## config.mk

```make
export PLATFORM = sky130hd
export DESIGN_NAME = bta_top
export DESIGN_NICKNAME = d
export VERILOG_FILES = /design/src/bta_pkg.sv /design/src/bta_comparator.sv /design/src/bta_top.sv
export VERILOG_INCLUDE_DIRS = /design/src /design/src/src
export SDC_FILE = /design/constraint.sdc
export NUM_CORES = 2
export LEC_CHECK = 0
export BUFFER_PORTS_ARGS = -buffer_cell sky130_fd_sc_hd__buf_2
export CORE_MARGIN = 2
export CORE_UTILIZATION = 60
export CTS_BUF_LIST = sky130_fd_sc_hd__clkbuf_16
export DETAILED_ROUTE_END_ITERATION = 16
export GPL_TIMING_DRIVEN = 0
export PLACE_DENSITY = 0.8
export SETUP_SLACK_MARGIN = 0.4
export SYNTH_ARGS = -nofsm -noshare
export SYNTH_HDL_FRONTEND = slang
export SYNTH_SLANG_ARGS = --single-unit
```

## constraint.sdc

```tcl
create_clock -name sys_clk -period 16.71 [get_ports sys_clk]
set_input_delay 0.8355 -clock sys_clk [delete_from_list [all_inputs] [get_ports sys_clk]]
set_output_delay 0.8355 -clock sys_clk [all_outputs]
set_load 0.1 [all_outputs]
```

## src/bta_params.svh

```systemverilog
`ifndef BTA_PARAMS_SVH
`define BTA_PARAMS_SVH

// Avalon-MM byte address width and data width
`define BTA_AW 8
`define BTA_DW 32

// Register byte offsets
`define BTA_OFF_CTRL 8'h00
`define BTA_OFF_STATUS 8'h04
`define BTA_OFF_INT_STAT 8'h08
`define BTA_OFF_INT_MASK 8'h0c
`define BTA_OFF_TCOUNT 8'h10
`define BTA_OFF_REMAIN 8'h14
`define BTA_OFF_STORED 8'h18
`define BTA_OFF_TIDX 8'h1c
`define BTA_OFF_TLO 8'h20
`define BTA_OFF_THI 8'h24
// Comparator block: 0x40 + 0x10 * n, words cfg / value a / value b
`define BTA_CMP_PAGE 2'h1
`define BTA_CMP_CFG 2'h0
`define BTA_CMP_VA 2'h1
`define BTA_CMP_VB 2'h2
`define BTA_NCMP 4

// Control fields
`define BTA_CTRL_ARM 0
`define BTA_CTRL_MODE_LSB 1
`define BTA_CTRL_STOP 4

// Recording mode codes
`define BTA_MODE_CONT_ALL 3'h0
`define BTA_MODE_CONT_EV 3'h1
`define BTA_MODE_CNT_ALL 3'h2
`define BTA_MODE_CNT_EV 3'h3
`define BTA_MODE_SEQ_ANY 3'h4

// Interrupt status / mask bits
`define BTA_INT_DONE 0
`define BTA_INT_TRIG 1
`define BTA_INT_BRK 2
`define BTA_INT_W 3

// Comparator configuration fields
`define BTA_CFG_EN 0
`define BTA_CFG_RANGE 1
`define BTA_CFG_BRK 2
`define BTA_CFG_RW_CARE 3
`define BTA_CFG_RW_VAL 4
`define BTA_CFG_INS_CARE 5
`define BTA_CFG_INS_VAL 6
`define BTA_CFG_EXT_CARE 7
`define BTA_CFG_EXT_VAL 8
`define BTA_CFG_PMASK_LSB 9
`define BTA_CFG_PVAL_LSB 14
`define BTA_EV_PROBES 5

// Trace buffer and counters
`define BTA_DEPTH 64
`define BTA_PTR_W 6
`define BTA_CNT_W 16
`define BTA_TCOUNT_RST 16'h1000
`define BTA_PROBES 24
`define BTA_SAMPLE_W 59

`endif

```

## src/bta_pkg.sv

```systemverilog
`include "bta_params.svh"

package bta_pkg;
  // Analyzer sequencing states, one-hot
  typedef enum logic [4:0] {
    BTA_IDLE = 5'h01,
    BTA_ARMED = 5'h02,
    BTA_RUN = 5'h04,
    BTA_POST = 5'h08,
    BTA_DONE = 5'h10
  } bta_state_t;

  // One stored frame: probes, ext, instr, rw, address, data
  typedef logic [`BTA_SAMPLE_W-1:0] bta_sample_t;
endpackage

```

## src/bta_comparator.sv

```systemverilog
`timescale 1ns/10ps
`include "bta_params.svh"

module bta_comparator (
  // Programmed criteria
  input wire logic [31:0] cfg,
  input wire logic [31:0] val_a,
  input wire logic [31:0] val_b,
  // Sampled bus
  input wire logic [31:0] bus_word,
  input wire logic bus_rw,
  input wire logic bus_instr,
  input wire logic bus_ext,
  input wire logic [`BTA_EV_PROBES-1:0] probe_ev,
  // Result
  output logic match
);
  // Term form: value a compared under mask b
  wire term_hit = ((bus_word ^ val_a) & val_b) == 32'h0;
  // Range form: inclusive bounds on any 32-bit input
  wire range_hit = (bus_word >= val_a) && (bus_word <= val_b);
  wire val_hit = cfg[`BTA_CFG_RANGE] ? range_hit : term_hit;
  // Cycle attributes, each may be ignored
  wire rw_ok = ~cfg[`BTA_CFG_RW_CARE] | (bus_rw == cfg[`BTA_CFG_RW_VAL]);
  wire ins_ok = ~cfg[`BTA_CFG_INS_CARE] | (bus_instr == cfg[`BTA_CFG_INS_VAL]);
  wire ext_ok = ~cfg[`BTA_CFG_EXT_CARE] | (bus_ext == cfg[`BTA_CFG_EXT_VAL]);
  // Only the five event probes enter here
  wire [`BTA_EV_PROBES-1:0] pmask = cfg[`BTA_CFG_PMASK_LSB +: `BTA_EV_PROBES];
  wire [`BTA_EV_PROBES-1:0] pval = cfg[`BTA_CFG_PVAL_LSB +: `BTA_EV_PROBES];
  wire probe_ok = ((probe_ev ^ pval) & pmask) == 5'h00;
  // All criteria together, gated by own enable
  assign match = cfg[`BTA_CFG_EN] & val_hit & rw_ok & ins_ok & ext_ok & probe_ok;
endmodule // bta_comparator

```

## src/bta_top.sv

```systemverilog
// What this block does
// - Sample whole bus at each target cycle end
// - Every stored frame carries all 24 probes
// - Four comparators A-D, each separately enabled
// - Match address, data, access, type, extended, probes
// - Only five pod A probes feed comparators
// - Range form matches between two 32-bit bounds
// - Breakpoint option turns match into halt request
// - Stop option halts target when recording completes
// - Armed analyzer stores nothing before execution starts
// - Mode, with comparators and count, selects which cycles get stored
// - Continuous all: store every cycle until stop
// - Continuous events: store matching cycles only
// - Counted all: store count cycles, stop early
// - Counted events: store matches up to count
// - Single event: trigger, then post-trigger count
// - Terminal count used only by counted, sequential
//
// Design decisions made here: the Avalon-MM slave port and the placing of the registers.
`timescale 1ns/10ps
`include "bta_params.svh"

module bta_top (
  // Clock and reset
  input wire logic sys_clk,
  input wire logic reset_n,
  // Avalon-MM slave
  input wire logic [`BTA_AW-1:0] avs_address,
  input wire logic avs_read,
  input wire logic avs_write,
  input wire logic [`BTA_DW-1:0] avs_writedata,
  input wire logic [3:0] avs_byteenable,
  output logic [`BTA_DW-1:0] avs_readdata,
  output logic avs_waitrequest,
  // Target bus, one strobe per target cycle
  input wire logic tgt_cycle_end,
  input wire logic tgt_running,
  input wire logic [23:0] tgt_addr,
  input wire logic [7:0] tgt_data,
  input wire logic tgt_rw,
  input wire logic tgt_instr,
  input wire logic tgt_ext,
  input wire logic [`BTA_PROBES-1:0] tgt_probe,
  // Toward the target and host
  output logic halt_req,
  output logic irq
);
  // Merge a bus write into a register under byte enables
  function automatic logic [31:0] be_merge(input logic [31:0] old_v, input logic [31:0] wd,
                                           input logic [3:0] be);
    logic [31:0] r;
    r = old_v;
    for (int i = 0; i < 4; i++) begin
      if (be[i]) begin
        r[i*8 +: 8] = wd[i*8 +: 8];
      end
    end
    return r;
  endfunction

  // Reset release synchroniser
  logic rst_meta_reg;
  logic rst_sync_reg;
  wire rst_n = rst_sync_reg; // Released copy used everywhere

  // Two flops; assertion is immediate, release is clocked
  always_ff @(posedge sys_clk or negedge reset_n) begin
    if (!reset_n) begin
      rst_meta_reg <= 1'b0;
      rst_sync_reg <= 1'b0;
    end else begin
      rst_meta_reg <= 1'b1;
      rst_sync_reg <= rst_meta_reg;
    end
  end

  // Bus handshake: one wait cycle on every access
  logic ack_reg;
  logic [31:0] readdata_reg;
  wire req = avs_read | avs_write;
  wire wr_go = avs_write & ack_reg; // Write lands at the edge waitrequest is low
  wire rd_first = avs_read & ~ack_reg; // Read data captured one cycle early
  assign avs_waitrequest = req & ~ack_reg;
  assign avs_readdata = readdata_reg;

  // Address decode
  wire hit_ctrl = avs_address == `BTA_OFF_CTRL;
  wire hit_status = avs_address == `BTA_OFF_STATUS;
  wire hit_istat = avs_address == `BTA_OFF_INT_STAT;
  wire hit_imask = avs_address == `BTA_OFF_INT_MASK;
  wire hit_tcount = avs_address == `BTA_OFF_TCOUNT;
  wire hit_remain = avs_address == `BTA_OFF_REMAIN;
  wire hit_stored = avs_address == `BTA_OFF_STORED;
  wire hit_tidx = avs_address == `BTA_OFF_TIDX;
  wire hit_tlo = avs_address == `BTA_OFF_TLO;
  wire hit_thi = avs_address == `BTA_OFF_THI;
  wire hit_cmp = avs_address[7:6] == `BTA_CMP_PAGE;
  wire [1:0] cmp_idx = avs_address[5:4];
  wire [1:0] cmp_word = avs_address[3:2];

  // Software registers
  logic [2:0] mode_reg; // Recording mode
  logic stop_reg; // Halt target on completion
  logic [`BTA_CNT_W-1:0] tcount_reg; // Terminal / post-trigger count
  logic [`BTA_INT_W-1:0] istat_reg; // Sticky events
  logic [`BTA_INT_W-1:0] imask_reg; // Interrupt enables
  logic [`BTA_PTR_W-1:0] tidx_reg; // Trace readout index
  logic [31:0] cmp_cfg_reg [`BTA_NCMP];
  logic [31:0] cmp_va_reg [`BTA_NCMP];
  logic [31:0] cmp_vb_reg [`BTA_NCMP];

  // Analyzer state
  bta_pkg::bta_state_t state_reg;
  bta_pkg::bta_state_t state_next;
  logic [`BTA_CNT_W-1:0] cnt_reg; // Down-counter
  logic [`BTA_CNT_W-1:0] cnt_next;
  logic [`BTA_PTR_W-1:0] wptr_reg; // Next trace slot
  logic [`BTA_CNT_W-1:0] stored_reg; // Frames stored, saturating
  logic wrapped_reg; // Buffer filled once, next store overwrites oldest
  logic halt_reg;
  bta_pkg::bta_sample_t trace_mem [`BTA_DEPTH]; // Trace buffer

  // Arm and disarm commands from the control word
  wire ctrl_wr = wr_go & hit_ctrl & avs_byteenable[0];
  wire arm_load = ctrl_wr & avs_writedata[`BTA_CTRL_ARM];
  wire disarm = ctrl_wr & ~avs_writedata[`BTA_CTRL_ARM];

  // Sample assembly from the bus at cycle end
  wire [31:0] bus_word = {tgt_addr, tgt_data};
  wire bta_pkg::bta_sample_t sample = {tgt_probe, tgt_ext, tgt_instr, tgt_rw, bus_word};

  // Four comparators on the same sampled cycle
  logic [`BTA_NCMP-1:0] cmp_match;
  logic [`BTA_NCMP-1:0] cmp_brk;
  for (genvar g = 0; g < `BTA_NCMP; g++) begin : g_cmp
    bta_comparator u_cmp (
      .cfg(cmp_cfg_reg[g]),
      .val_a(cmp_va_reg[g]),
      .val_b(cmp_vb_reg[g]),
      .bus_word(bus_word),
      .bus_rw(tgt_rw),
      .bus_instr(tgt_instr),
      .bus_ext(tgt_ext),
      .probe_ev(tgt_probe[`BTA_EV_PROBES-1:0]),
      .match(cmp_match[g])
    );
    assign cmp_brk[g] = cmp_cfg_reg[g][`BTA_CFG_BRK];
  end

  // Mode classes
  wire counted = (mode_reg == `BTA_MODE_CNT_ALL) | (mode_reg == `BTA_MODE_CNT_EV);
  wire events_only = (mode_reg == `BTA_MODE_CONT_EV) | (mode_reg == `BTA_MODE_CNT_EV);
  wire seq_mode = mode_reg == `BTA_MODE_SEQ_ANY;
  wire any_match = |cmp_match;
  wire brk_hit = |(cmp_match & cmp_brk);

  // Cycle qualification: only a completed target cycle with execution running
  wire in_armed = state_reg == bta_pkg::BTA_ARMED;
  wire in_run = state_reg == bta_pkg::BTA_RUN;
  wire in_post = state_reg == bta_pkg::BTA_POST;
  wire exec_cyc = tgt_cycle_end & tgt_running;
  wire start = in_armed & exec_cyc; // First executed cycle
  wire active_cyc = exec_cyc & (in_run | in_post | in_armed);
  wire halted = (in_run | in_post) & ~tgt_running; // Execution stopped

  // Count gating: counted modes, and the post-trigger phase
  wire cnt_gate = (counted & ~in_post) | in_post;
  wire cnt_zero = cnt_reg == 16'h0000;
  wire cnt_one = cnt_reg == 16'h0001;
  wire pick = events_only ? any_match : 1'b1;
  wire store_en = active_cyc & pick & ~(cnt_gate & cnt_zero);

  // Termination and trigger events
  wire brk_stop = active_cyc & brk_hit;
  wire fin_count = active_cyc & cnt_gate & (cnt_zero | (store_en & cnt_one));
  wire trigger = active_cyc & seq_mode & ~in_post & any_match;
  wire complete = fin_count & ~brk_stop;

  // Next state, highest priority first
  always_comb begin
    state_next = state_reg;
    if (arm_load) begin
      state_next = bta_pkg::BTA_ARMED;
    end else if (disarm) begin
      state_next = bta_pkg::BTA_IDLE;
    end else if (halted | brk_stop | fin_count) begin
      state_next = bta_pkg::BTA_DONE;
    end else if (trigger) begin
      state_next = bta_pkg::BTA_POST;
    end else if (start) begin
      state_next = bta_pkg::BTA_RUN;
    end
  end

  // Down-counter: load on arm or trigger, step per stored cycle under count gating
  always_comb begin
    cnt_next = cnt_reg;
    if (arm_load | trigger) begin
      cnt_next = tcount_reg;
    end else if (store_en & cnt_gate) begin
      cnt_next = cnt_reg - 16'h0001;
    end
  end

  // Sequencer registers
  always_ff @(posedge sys_clk or negedge rst_n) begin
    if (!rst_n) begin
      state_reg <= bta_pkg::BTA_IDLE;
      cnt_reg <= 16'h0000;
      halt_reg <= 1'b0;
    end else begin
      state_reg <= state_next;
      cnt_reg <= cnt_next;
      // Breakpoint works whether or not tracing is on
      halt_reg <= (exec_cyc & brk_hit) | (complete & stop_reg);
    end
  end
  assign halt_req = halt_reg;

  // Write pointer and stored count; buffer wraps, keeping newest frames
  always_ff @(posedge sys_clk or negedge rst_n) begin
    if (!rst_n) begin
      wptr_reg <= 6'h00;
      stored_reg <= 16'h0000;
      wrapped_reg <= 1'b0;
    end else if (arm_load) begin
      wptr_reg <= 6'h00;
      stored_reg <= 16'h0000;
      wrapped_reg <= 1'b0;
    end else if (store_en) begin
      wptr_reg <= wptr_reg + 6'h01;
      stored_reg <= (stored_reg == 16'hffff) ? stored_reg : stored_reg + 16'h0001;
      wrapped_reg <= wrapped_reg | (wptr_reg == 6'h3f);
    end
  end

  // Trace buffer, no reset on the array
  always_ff @(posedge sys_clk) begin
    if (store_en) begin
      trace_mem[wptr_reg] <= sample;
    end
  end

  // Interrupt events; set wins over a same-cycle clear
  wire [`BTA_INT_W-1:0] ev_set = {brk_stop, trigger, complete | halted | brk_stop};
  wire [`BTA_INT_W-1:0] ev_clr = (wr_go & hit_istat & avs_byteenable[0]) ?
                                 avs_writedata[`BTA_INT_W-1:0] : 3'h0;
  assign irq = |(istat_reg & imask_reg);
  wire [31:0] tcount_merged = be_merge({16'h0000, tcount_reg}, avs_writedata, avs_byteenable);

  // Control, count, mask and sticky status registers
  always_ff @(posedge sys_clk or negedge rst_n) begin
    if (!rst_n) begin
      mode_reg <= `BTA_MODE_CONT_ALL;
      stop_reg <= 1'b0;
      tcount_reg <= `BTA_TCOUNT_RST;
      istat_reg <= 3'h0;
      imask_reg <= 3'h0;
      tidx_reg <= 6'h00;
    end else begin
      istat_reg <= (istat_reg & ~ev_clr) | ev_set;
      if (ctrl_wr) begin
        mode_reg <= avs_writedata[`BTA_CTRL_MODE_LSB +: 3];
        stop_reg <= avs_writedata[`BTA_CTRL_STOP];
      end
      if (wr_go & hit_tcount) begin
        tcount_reg <= tcount_merged[15:0];
      end
      if (wr_go & hit_imask & avs_byteenable[0]) begin
        imask_reg <= avs_writedata[`BTA_INT_W-1:0];
      end
      if (wr_go & hit_tidx & avs_byteenable[0]) begin
        tidx_reg <= avs_writedata[`BTA_PTR_W-1:0];
      end
    end
  end

  // Comparator criteria registers
  always_ff @(posedge sys_clk or negedge rst_n) begin
    if (!rst_n) begin
      for (int i = 0; i < `BTA_NCMP; i++) begin
        cmp_cfg_reg[i] <= 32'h0000_0000;
        cmp_va_reg[i] <= 32'h0000_0000;
        cmp_vb_reg[i] <= 32'h0000_0000;
      end
    end else if (wr_go & hit_cmp) begin
      if (cmp_word == `BTA_CMP_CFG) begin
        cmp_cfg_reg[cmp_idx] <= be_merge(cmp_cfg_reg[cmp_idx], avs_writedata, avs_byteenable);
      end
      if (cmp_word == `BTA_CMP_VA) begin
        cmp_va_reg[cmp_idx] <= be_merge(cmp_va_reg[cmp_idx], avs_writedata, avs_byteenable);
      end
      if (cmp_word == `BTA_CMP_VB) begin
        cmp_vb_reg[cmp_idx] <= be_merge(cmp_vb_reg[cmp_idx], avs_writedata, avs_byteenable);
      end
    end
  end

  // Read selection; unmapped addresses read as zero
  wire bta_pkg::bta_sample_t tframe = trace_mem[tidx_reg];
  wire [31:0] ctrl_rd = {27'h0, stop_reg, mode_reg, 1'b0};
  wire [31:0] status_rd = {27'h0, wrapped_reg, state_reg == bta_pkg::BTA_DONE, in_post,
                           in_run | in_post, in_armed};
  wire [31:0] cmp_rd = (cmp_word == `BTA_CMP_CFG) ? cmp_cfg_reg[cmp_idx] :
                       (cmp_word == `BTA_CMP_VA) ? cmp_va_reg[cmp_idx] :
                       (cmp_word == `BTA_CMP_VB) ? cmp_vb_reg[cmp_idx] : 32'h0;
  wire [31:0] rd_mux = hit_ctrl ? ctrl_rd :
                       hit_status ? status_rd :
                       hit_istat ? {29'h0, istat_reg} :
                       hit_imask ? {29'h0, imask_reg} :
                       hit_tcount ? {16'h0, tcount_reg} :
                       hit_remain ? {16'h0, cnt_reg} :
                       hit_stored ? {16'h0, stored_reg} :
                       hit_tidx ? {26'h0, tidx_reg} :
                       hit_tlo ? tframe[31:0] :
                       hit_thi ? {5'h00, tframe[58:32]} :
                       hit_cmp ? cmp_rd : 32'h0;

  // Handshake and read data flops
  always_ff @(posedge sys_clk or negedge rst_n) begin
    if (!rst_n) begin
      ack_reg <= 1'b0;
      readdata_reg <= 32'h0000_0000;
    end else begin
      ack_reg <= req & ~ack_reg;
      if (rd_first) begin
        readdata_reg <= rd_mux;
      end
    end
  end
endmodule // bta_top

```

==> qor.txt <==
Status: complete, but fails checks
Failing checks: capacitance limit, slew limit
FF-to-FF path depth: 19
Critical path cell sequence: buf_2, inv_1, ha_1, nand2b_1, a2111oi_0, o41ai_1, o41ai_1, nor4b_2, o41ai_2, buf_6, nor3_2, a21oi_4, nand2_1, buf_2, nor3_2, buf_8, buf_6, buf_6, buf_6, buf_6, buf_6
CP Max Fanout: 65
CTS tree: built
Hold Slack: 0.1672 ns
Mapped Cells: 8773
Post-synth EDFFs: 3776
Worst reg-to-reg setup slack: 8.77 ns
DP HPWL: 430.9 mm
Layout cells sized above 1: 29.57%
Maximum clock path buffer count: 4
Total core area: 0.2886 mm²
CP bufs+invs: 10
CP Capture Type: flop
Max rail drop VDD: 108.7 µV
Max Cap Violations: 8
Min-Delay Path Class: input pin to asynchronous set/reset pin
Die Height: 543.1 µm
Total gr overflow: 0
Slowest CP cell: o41ai_1
Via count: 110673
Net Count, Synth: 9142
Number of DRC violations after detailed-routing iteration 0: 24185
CP Launch Type: input pin
CTS sink count: 4272
Ys async rst share: 11.61%
# DRC: 0
Hold Buf Count CTS: 1
Count of buffers from port buffering: 137
Sequential fraction of the synthesis area: 72.13%
Total GRT Usage: 45.88%
H-tree levels: 5
Slew margin rel.: -7.111%
Largest delay share family, worst path: buffers and inverters
Largest register FFs: 3776
Synth Warn #: 0
Vias/cell: 7.732
Setup repair bufs after CTS: 0
Routed wire per std cell: 47.18 µm
Final setup violation count: 0
Minimum clock period: 8.595 ns
Clock latency on the worst-skew pair: 1.04 ns
Top_reg_cell synth: edfxtp_1
Crit path kind: input pin to flop
First-pass GRT wire length: 905.1 mm
Synth area leader: edfxtp_1
Crit path DAT: 9.35 ns
Cell Area, Synth: 0.1744 mm²
Nets@finish: 10394
Placed cells: 13483
Critical path data required time: 17.47 ns
Slew @ Worst Pin: 1.607 ns
Routed WL: 675.3 mm
Pre-antenna DRT Iters: 14
F_max: 116.3 MHz
Final Hold Fails: 0
Vias in the first global route: 106663
Die area: 0.2950 mm²
Initial cell density of the core: 60.42%
Largest net degree at the start of global routing: 76
Final Skew: 0.07642 ns
Max-slew violation count: 114
Synthesized flop and latch total: 4272
Gpl congestion: 1.051
Cell Pwr Density: 115.7 mW/mm²
Num ports: 144
Total negative slack: 0 ns
Final cycle utilization of the critical path: 51.44%
Final cell count without fillers: 14314
CTS clock-pin slew for the worst setup and hold paths: 0.07 ns
RSZ-0062 raised after global routing: no
Syn_area_per_cell: 19.88 µm²
Die width: 543.1 µm
Cts repair resizes: 0
Critical Path Most Common Cell: buf_6
Post-synth top area share: 65.02%
CP peak stage delay: 1.20 ns
Antenna-violating nets left: 0
Main area contributors after synthesis: edfxtp_1, mux4_2, dfrtp_1
Capturing point of the worst reg2reg path: trace_mem[13][49]$_DFFE_PP_
CTS buffer count: 414
Most instantiated library cell after synthesis: edfxtp_1
Initial antenna violation count: 65
CTS Root Cell: clkbuf_16
P_leak: 0.06711 µW
Netlist cell types: 83
FF-to-FF Start: cmp_va_reg[93]$_DFFE_PN0P_
Area Growth Syn to Fin: 15.66%
Commonest cells post-synth: edfxtp_1, mux4_2, dfrtp_1, a21oi_1, nand2_1
Row cnt: 197
per-layer routing:
| metal | wire, µm | GRT usage, % |
|---|---|---|
| met3 | 107300 | 16.62 |
| met5 | 328 | 0.3734 |
| met4 | 66610 | 33.57 |
| met2 | 297000 | 67.86 |
| met1 | 204100 | 56.12 |
worst max path at each step:
| stage | start | end | cells past startpoint |
|---|---|---|---|
| detailed placement | tgt_data[0] | trace_mem[12][24]$_DFFE_PP_ | 21 |
| finish | tgt_data[0] | trace_mem[12][49]$_DFFE_PP_ | 21 |
| CTS | tgt_data[0] | trace_mem[12][49]$_DFFE_PP_ | 21 |
| global route | tgt_data[0] | trace_mem[13][49]$_DFFE_PP_ | 20 |
| global placement | tgt_addr[18] | trace_mem[32][48]$_DFFE_PP_ | 12 |
| floorplan | rst_n$_DFF_PN0_ | ack_reg$_DFF_PN0_ | 0 |
worst register-to-register path, stage by stage, from the launching register on:
cell and delay (ns):
dfrtp_1 0.40, inv_1 0.10, ha_1 0.43, nand4_1 0.25, nor4_1 1.10, nand3_1 0.20
a31oi_1 0.33, nor4_1 0.10, nor4b_2 1.14, nor3_2 0.31, a21oi_4 0.41, nand2_1 0.33
buf_2 0.34, nor3_2 0.89, buf_8 0.26, buf_6 0.21, buf_6 0.21, buf_6 0.18
buf_6 0.19, buf_6 0.22
cell type report:
type / instances / area [µm²]
Tap cell: 3880 / 4855
Antenna cell: 50 / 125.1
Clock inverter: 360 / 3809
Buffer: 460 / 2029
Multi-Input combinational cell: 3758 / 45930
Inverter: 283 / 1062
Timing Repair Buffer: 836 / 7710
Fill cell: 16121 / 86920
Clock buffer: 415 / 10390
Sequential cell: 4272 / 125800
report_power, final:
part	switching [µW]	internal [µW]	leakage (µW)
clock	4470	5580	0.00716
sequential	157	11700	0.0406
combinational	984	420	0.0193
layout by cell type (no fill, tap or decap), types with 28 or more instances in the layout:
master	synthesis	layout
mux2i_1	154	154
buf_8	0	28
nor2b_1	51	51
bufinv_16	0	66
nor2_1	299	289
buf_4	24	478
mux2_2	33	33
clkinv_1	0	78
clkbuf_1	250	238
ha_1	260	260
diode_2	0	50
nand4_1	58	58
o21ai_0	284	284
clkinv_2	0	79
buf_2	119	223
mux4_2	1319	1319
buf_6	6	212
a21oi_1	333	333
nand3_1	45	45
nand2_1	330	330
clkbuf_16	0	416
a21o_1	36	36
a211oi_1	39	37
edfxtp_1	3776	3776
o22ai_1	65	65
nor4_2	1	34
nor3_1	58	34
xor2_1	35	35
dfrtp_1	494	493
buf_1	61	58
inv_1	283	357
per-stage QoR:
step / utilization, % / power [µW] / setup slack, ns / instance area (µm²)
floorplan: - / 12730 / 1.865 / 174400
global placement: 62.34 / 13350 / -7.017 / 179900
detailed placement: 64.86 / 13430 / 7.877 / 187200
CTS: 69.78 / 23200 / 8.725 / 201400
global route: 69.85 / 23670 / 8.413 / 201600
finish: 69.89 / 23350 / 8.115 / 201700
cells by family after synthesis:
kind of cell | synth area share, %
and+or+nand+nor | 2.689
adders and majority gates | 1.865
DFF | 72.13
xor gates and xnor gates | 0.1908
muxes | 18.13
AOI/OAI and AO/OA | 3.226
buffers and inverters | 1.762
other | 0.002150
Note: power is estimated with default switching activity, not from simulation.
